[src/verilog/nci_map.svh]
`ifndef NCI_MAP_SVH
`define NCI_MAP_SVH

// Fixed opcodes and match patterns
`define NCI_OP_EN_INT   16'h50e0
`define NCI_OP_HOLD     16'h0040
`define NCI_INC_MASK    16'hff80
`define NCI_INC_VAL     16'h4a00
`define NCI_JB_MASK     16'hf800
`define NCI_JB0_VAL     16'h8000
`define NCI_JB1_VAL     16'h9000

// Operand field positions
`define NCI_INC_ADDR_LSB 0
`define NCI_JMP_TGT_LSB  0

// Reset values
`define NCI_RST_PC      11'h000
`define NCI_RST_NIB     4'h0
`define NCI_RST_WORD    16'h0000

`endif

[src/verilog/nci_pkg.sv]
package nci_pkg;

  // Operating mode of the core
  typedef enum logic [1:0] {
    NCI_RUN,
    NCI_HOLD,
    NCI_ISR
  } nci_mode_t;

  // Arithmetic status flags
  typedef struct packed {
    logic carry;
    logic zero;
  } nci_flags_t;

  // Decoded instruction class
  typedef struct packed {
    logic enInt;
    logic hold;
    logic inc;
    logic jb0;
    logic jb1;
  } nci_dec_t;

endpackage : nci_pkg

[src/verilog/nci_dmem.sv]
module nci_dmem #(
  parameter int ADDR_W = 7,
  parameter int DATA_W = 4
) (
  input  wire logic              clock,
  input  wire logic              rdEn,
  input  wire logic [ADDR_W-1:0] rdAddr,
  output logic      [DATA_W-1:0] rdData,
  input  wire logic              wrEn,
  input  wire logic [ADDR_W-1:0] wrAddr,
  input  wire logic [DATA_W-1:0] wrData
);

  if (ADDR_W < 1 || DATA_W < 1) begin : g_chk
    $error("nci_dmem: widths must be positive");
  end

  logic [DATA_W-1:0] mem [0:(1<<ADDR_W)-1];

  // Write port and registered read port
  always_ff @(posedge clock) begin
    if (wrEn) begin
      mem[wrAddr] <= wrData;
    end
    if (rdEn) begin
      rdData <= mem[rdAddr];
    end
  end

endmodule : nci_dmem

[src/verilog/nci_instr_exec.sv]
`include "nci_map.svh"

// Operation
// - Enable-interrupt opcode lets interrupts be accepted
// - Wait opcode enters low-power mode, halting execution
// - Leave wait on interrupt or selected release
// - Interrupt from wait returns to wait
// - Increment nibble into memory, accumulator, flags
// - Untaken bit jump just advances counter
module nci_instr_exec
  import nci_pkg::*;
#(
  parameter int PC_W   = 11,
  parameter int ADDR_W = 7,
  parameter int NIB_W  = 4,
  parameter int EXIT_W = 4
) (
  input  wire logic              clock,
  input  wire logic              sys_rst,
  input  wire logic [15:0]       instrWord,
  input  wire logic              instrValid,
  output logic                   instrReady,
  input  wire logic              intRequest,
  output logic                   intAck,
  input  wire logic              returnDone,
  input  wire logic [EXIT_W-1:0] waitExitEnableBits,
  input  wire logic [EXIT_W-1:0] waitExitEvents,
  output logic [PC_W-1:0]        programCounter,
  output logic [NIB_W-1:0]       accumulator,
  output nci_flags_t             flags,
  output logic                   intEnabled,
  output logic                   waitMode,
  output logic                   foreignInstr
);

  // Elaboration checks on field widths
  if (PC_W != 11 || ADDR_W != 7 || NIB_W != 4 || EXIT_W < 1) begin : g_chk
    $error("nci_instr_exec: unsupported parameter values");
  end

  logic [15:0]       instr_r;
  logic              execPending_r;
  logic              instrReady_r;
  logic              instrReady_nxt;
  nci_mode_t         mode_r;
  nci_mode_t         mode_nxt;
  logic [PC_W-1:0]   pc_r;
  logic [PC_W-1:0]   pc_nxt;
  logic [NIB_W-1:0]  acc_r;
  logic [NIB_W-1:0]  acc_nxt;
  nci_flags_t        flags_r;
  nci_flags_t        flags_nxt;
  logic              intEn_r;
  logic              intEn_nxt;
  logic              intAck_r;
  logic              foreign_r;
  logic              foreign_nxt;
  logic              waitMode_r;

  // Instruction handshake and decode of the instruction in execution
  wire               accept     = instrValid && instrReady_r;
  wire               execNow    = execPending_r;
  wire               isEnInt    = (instr_r == `NCI_OP_EN_INT);
  wire               isHold     = (instr_r == `NCI_OP_HOLD);
  wire               isInc      = ((instr_r & `NCI_INC_MASK) == `NCI_INC_VAL);
  wire               isJb0      = ((instr_r & `NCI_JB_MASK) == `NCI_JB0_VAL);
  wire               isJb1      = ((instr_r & `NCI_JB_MASK) == `NCI_JB1_VAL);
  wire nci_dec_t     dec        = {isEnInt, isHold, isInc, isJb0, isJb1};
  wire               known      = |dec;

  // Operand fields
  wire [ADDR_W-1:0]  incAddr    = instr_r[`NCI_INC_ADDR_LSB +: ADDR_W];
  wire [ADDR_W-1:0]  fetchAddr  = instrWord[`NCI_INC_ADDR_LSB +: ADDR_W];
  wire [PC_W-1:0]    jmpTarget  = instr_r[`NCI_JMP_TGT_LSB +: PC_W];

  // Data memory operand and increment result
  logic [NIB_W-1:0]  memRdData;
  wire [NIB_W:0]     incSum     = {1'b0, memRdData} + {{NIB_W{1'b0}}, 1'b1};
  wire [NIB_W-1:0]   incNib     = incSum[NIB_W-1:0];
  wire               incWr      = execNow && dec.inc;

  // Bit-conditional jump decision
  wire               jumpTaken  = (dec.jb0 && acc_r[0])
                               || (dec.jb1 && acc_r[1]);
  wire [PC_W-1:0]    pcInc      = pc_r + {{(PC_W-1){1'b0}}, 1'b1};

  // Interrupt acceptance at an instruction boundary
  wire               intTake    = intEn_r && intRequest && !execNow;
  wire               exitMatch  = |(waitExitEnableBits & waitExitEvents);

  nci_dmem #(
    .ADDR_W (ADDR_W),
    .DATA_W (NIB_W)
  ) u_dmem (
    .clock  (clock),
    .rdEn   (accept),
    .rdAddr (fetchAddr),
    .rdData (memRdData),
    .wrEn   (incWr),
    .wrAddr (incAddr),
    .wrData (incNib)
  );

  // Program counter next value
  always_comb begin
    pc_nxt = pc_r;
    if (execNow) begin
      if (jumpTaken) begin
        pc_nxt = jmpTarget;
      end else begin
        pc_nxt = pcInc;
      end
    end
  end

  // Accumulator, flags and interrupt enable next values
  always_comb begin
    acc_nxt     = acc_r;
    flags_nxt   = flags_r;
    intEn_nxt   = intEn_r;
    foreign_nxt = 1'b0;
    if (execNow) begin
      foreign_nxt = !known;
      if (dec.inc) begin
        acc_nxt         = incNib;
        flags_nxt.carry = incSum[NIB_W];
        flags_nxt.zero  = (incNib == {NIB_W{1'b0}});
      end
      if (dec.enInt) begin
        intEn_nxt = 1'b1;
      end
    end
  end

  // Mode sequencing for the wait state
  always_comb begin
    mode_nxt = mode_r;
    case (mode_r)
      NCI_RUN: begin
        if (execNow && dec.hold) begin
          mode_nxt = NCI_HOLD;
        end
      end
      NCI_HOLD: begin
        if (intTake) begin
          mode_nxt = NCI_ISR;
        end else if (exitMatch) begin
          mode_nxt = NCI_RUN;
        end
      end
      NCI_ISR: begin
        if (execNow && dec.hold) begin
          mode_nxt = NCI_HOLD;
        end else if (returnDone) begin
          mode_nxt = NCI_HOLD;
        end
      end
      default: begin
        mode_nxt = NCI_RUN;
      end
    endcase
  end

  // Wait state decided for the next cycle
  wire               holdNext   = (mode_nxt == NCI_HOLD);

  // One instruction in flight; no fetch while waiting
  assign instrReady_nxt = !accept && !holdNext;

  // Pipeline control registers
  always_ff @(posedge clock or posedge sys_rst) begin
    if (sys_rst) begin
      instr_r       <= `NCI_RST_WORD;
      execPending_r <= 1'b0;
      instrReady_r  <= 1'b0;
      mode_r        <= NCI_RUN;
      waitMode_r    <= 1'b0;
    end else begin
      if (accept) begin
        instr_r <= instrWord;
      end
      execPending_r <= accept;
      instrReady_r  <= instrReady_nxt;
      mode_r        <= mode_nxt;
      waitMode_r    <= holdNext;
    end
  end

  // Architectural state registers
  always_ff @(posedge clock or posedge sys_rst) begin
    if (sys_rst) begin
      pc_r      <= `NCI_RST_PC;
      acc_r     <= `NCI_RST_NIB;
      flags_r   <= '0;
      intEn_r   <= 1'b0;
      intAck_r  <= 1'b0;
      foreign_r <= 1'b0;
    end else begin
      pc_r      <= pc_nxt;
      acc_r     <= acc_nxt;
      flags_r   <= flags_nxt;
      intEn_r   <= intEn_nxt;
      intAck_r  <= intTake;
      foreign_r <= foreign_nxt;
    end
  end

  // Outputs straight from registers
  assign instrReady     = instrReady_r;
  assign intAck         = intAck_r;
  assign programCounter = pc_r;
  assign accumulator    = acc_r;
  assign flags          = flags_r;
  assign intEnabled     = intEn_r;
  assign waitMode       = waitMode_r;
  assign foreignInstr   = foreign_r;

endmodule : nci_instr_exec

[config.mk]
export PLATFORM = sky130hd
export DESIGN_NAME = nci_instr_exec
export DESIGN_NICKNAME = d
export VERILOG_FILES = /design/src/verilog/nci_pkg.sv /design/src/verilog/nci_dmem.sv /design/src/verilog/nci_instr_exec.sv
export VERILOG_INCLUDE_DIRS = /design/src /design/src/verilog
export SDC_FILE = /design/constraint.sdc
export NUM_CORES = 1
export LEC_CHECK = 0
export BUFFER_PORTS_ARGS = -buffer_cell sky130_fd_sc_hd__buf_2
export CAP_MARGIN = 20
export CORE_MARGIN = 10
export CORE_UTILIZATION = 55
export CTS_CLUSTER_DIAMETER = 30
export DETAILED_ROUTE_END_ITERATION = 6
export GPL_ROUTABILITY_DRIVEN = 0
export PLACE_DENSITY = 0.71
export SLEW_MARGIN = 40
export SYNTH_ARGS = -nofsm -noshare
export SYNTH_HDL_FRONTEND = slang
export SYNTH_SLANG_ARGS = --single-unit
[constraint.sdc]
create_clock -name clock -period 10.8 [get_ports clock]
set_input_delay 2.16 -clock clock [delete_from_list [all_inputs] [get_ports clock]]
set_output_delay 2.16 -clock clock [all_outputs]
set_load 0.02 [all_outputs]
==> results.cfg <==
[finish]
finalNetCount = 1238
drive_gt1_frac = 0.3544
instances_no_fill = 1823
diodes = 0
area_delta_synth_final_pct = 20.66

[pwr]
power.density_nw_per_um2 = 230.5
pwr-share-clk = 0.537
seqPwrFrac = 0.404
p_leak_nw = 8.838
pwr-share-comb = 0.059
ir_drop_uv = 137.6
cellInternalPower_mw = 4.780
swShare = 0.2275
p_switching_mw = 1.408

[place]
io_buffer_count = 50
dpl.hpwl_um = 29930
dp.cells = 1626

[grt]
antenna_found_initial = 2
gr-total-overflow = 0
grt_pass1_vias = 12030
gr-usage-all-layers = 0.2072
grt_max_degree = 91
grt_pass1_wl_um = 77670

[clocking]
cts_sinks = 557
clock_path_buffers = 3
post-cts-setup-buffers = 0
cts_tree = built
root_buffer = clkbuf_16
cts_made_buffers = 104
postCtsHoldBufs = 0
clk_pin_slew_ps = 50
clk_latency_ps = 610
htreeDepth = 3
cts_resized = 0

[worst_setup_path]
arrival_ps = 5470
path_max_fanout = 63
crit_buf_inv = 2
crit_top_cell = mux4_2
worstSetupPathType = primary input to flop
start_kind = primary input
rr_startpoint = execNow
crit_chain = buf_8 > buf_4 > mux4_2 > mux4_2 > mux4_2 > mux2_2
critPathCapture = u_dmem.rdData[2]
setup.worst_path.start = instrWord[0]
crit_cells = 6
cpPeakStageDelay_ps = 720
worstReg2RegEnd = u_dmem.mem[6][1]
rrSetupSlack_ps = 7400
crit_required_ps = 11150
critPathCaptureType = flop
path_delay_family = multiplexers
crit_slowest_cell = buf_4
ff2ff_path_depth = 7

[logic_synthesis]
ys_async_sr_fraction = 0.07361
syn_nets = 1125
synth_flop_cell = edfxtp_1
synth_area_leaders = edfxtp_1 70%, mux4_2 17%, dfrtp_1 4.6%
synth_cell_types = 49
avgSynthCellArea_um2 = 20.33
ys_seq_area_frac = 0.7427
syn_inst = 1094
synth_top_area_share = 0.6966
syn_area_um2 = 22250
synth_area_leader_cell = edfxtp_1
synth-edff-count = 516
ys_ff_latch = 557
yosysWarnings = 0

[drt]
via_per_inst = 6.200
drt-initial-drc-count = 1191
drt-total-wl_um = 50770
wl_per_cell_um = 27.85
antenna_left = 0
firstDrtPassIters = 5
drc = 0
vias = 11300

[timing]
rsz0062_at_grt = false
fin_tns_setup_ps = 0
hold_violations = 0
finalMaxSlewViolations = 0
setup_viol = 0
relSlewSlack = 0.4062
min_period_ps = 5120
tightestPinTransition_ps = 888.5
skew_ps = 18.64
finalCritPeriodShare = 0.4741
fmaxAchievable_mhz = 195.3

[die]
die_width_um = 221.1
die_h_um = 221.1
core_area_um2 = 39820
io_pins = 51
start_util = 0.5586
rows = 73
die_area_um2 = 48890

[job]
max_cap_viol_count = 0

[hold_path]
hold_start = mode_r[1]
hold_path.class = flop to flop
hold_depth = 1

[outcome]
status = finished clean
[synth_stat cells (4+ instances only)]
library cell	instances
o21ai_0	6
mux4_2	168
nor3_1	4
nand4_1	8
nor2b_1	6
nand2_1	26
nor4_1	5
nor2_1	133
buf_1	9
a22oi_1	4
a21oi_1	6
edfxtp_1	516
dfrtp_1	41
buf_2	11
inv_1	14
o22ai_1	4
nand3_1	7
clkbuf_1	41
mux2_2	23
mux2i_1	4
and3_1	9
[cells by family after synthesis]
group | count (synthesis) | synth area share
buffers and inverters | 78 | 0.01412
adder cells (fa/ha/maj) | 2 | 0.001125
multiplexers | 195 | 0.1835
AO/OA/AOI/OAI | 43 | 0.01384
AND/OR/NAND/NOR | 217 | 0.04393
XOR/XNOR | 2 | 0.0007876
flip-flops | 557 | 0.7427
[worst min-delay path by stage]
stage                endpoint  slack (ps)
3_5_place_dp        mode_r[1]         500
4_1_cts             mode_r[1]         510
3_3_place_gp   accumulator[3]         480
6_report            mode_r[1]         510
2_1_floorplan       mode_r[1]         480
5_1_grt             mode_r[1]         540
[metal layers]
metal  vias up  share of wire  global-route usage
met2       554           0.50              0.3304
met1      5889           0.39              0.2751
met5         -        0.00061                   0
li1       4759              -                   -
met4         4          0.028             0.07596
met3        96          0.081             0.04864
[area by class of cell]
cell class | count | area (µm²)
Tap cell | 525 | 656.9
Multi-Input combinational cell | 459 | 5469
Clock buffer | 116 | 2763
Sequential cell | 557 | 16520
Fill cell | 2501 | 12980
Clock inverter | 81 | 910.9
Inverter | 15 | 58.81
Timing Repair Buffer | 70 | 461.7
[through the flow]
step                setup slack (ps)  total power, mW  cell area (µm²)    util  hold slack, ps
floorplan                       5928            2.769            22250       -           475.5
global placement                4928            2.892            23030  0.5783           476.5
detailed placement              4936            2.906            23160  0.5815           497.7
CTS                             5546            6.219            26830  0.6737           507.6
global route                    5495            6.361            26840  0.6740           539.7
finish                          5680            6.188            26840  0.6740           514.1
[state kept, by name (all words and copies together), names as in the netlist]
name / cells
accumulator: 4
execNow: 1
flags: 2
foreignInstr: 1
instrReady: 1
instr_r: 16
intAck: 1
intEnabled: 1
mode_r: 2
programCounter: 11
u_dmem.mem: 512
u_dmem.rdData: 4
waitMode: 1
[layout by cell type, fill, tap and decap left out, types with 6 or more instances in the layout]
cell type,synthesis,layout
edfxtp_1,516,516
mux4_2,168,168
nor2_1,133,132
clkbuf_16,0,108
buf_2,11,47
dfrtp_1,41,41
nand2_1,26,26
mux2_2,23,23
clkinvlp_4,0,19
clkinv_2,0,16
bufinv_16,0,14
clkinv_4,0,14
buf_4,2,13
inv_6,0,12
inv_1,14,11
and3_1,9,9
nand4_1,8,8
clkinv_1,0,7
buf_6,0,7
nor2b_1,6,6
o21ai_0,6,6
a21oi_1,6,6
nand3_1,7,6
[power groups by stage]
stage / Sequential, mW / Clock (mW) / Combinational [mW]
floorplan: 2.55 / 0 / 0.222
global placement: 2.54 / 0 / 0.353
detailed placement: 2.54 / 0 / 0.366
CTS: 2.50 / 3.35 / 0.371
global route: 2.50 / 3.46 / 0.395
finish: 2.50 / 3.32 / 0.366
No activity file was read; power rests on OpenSTA's default activity.
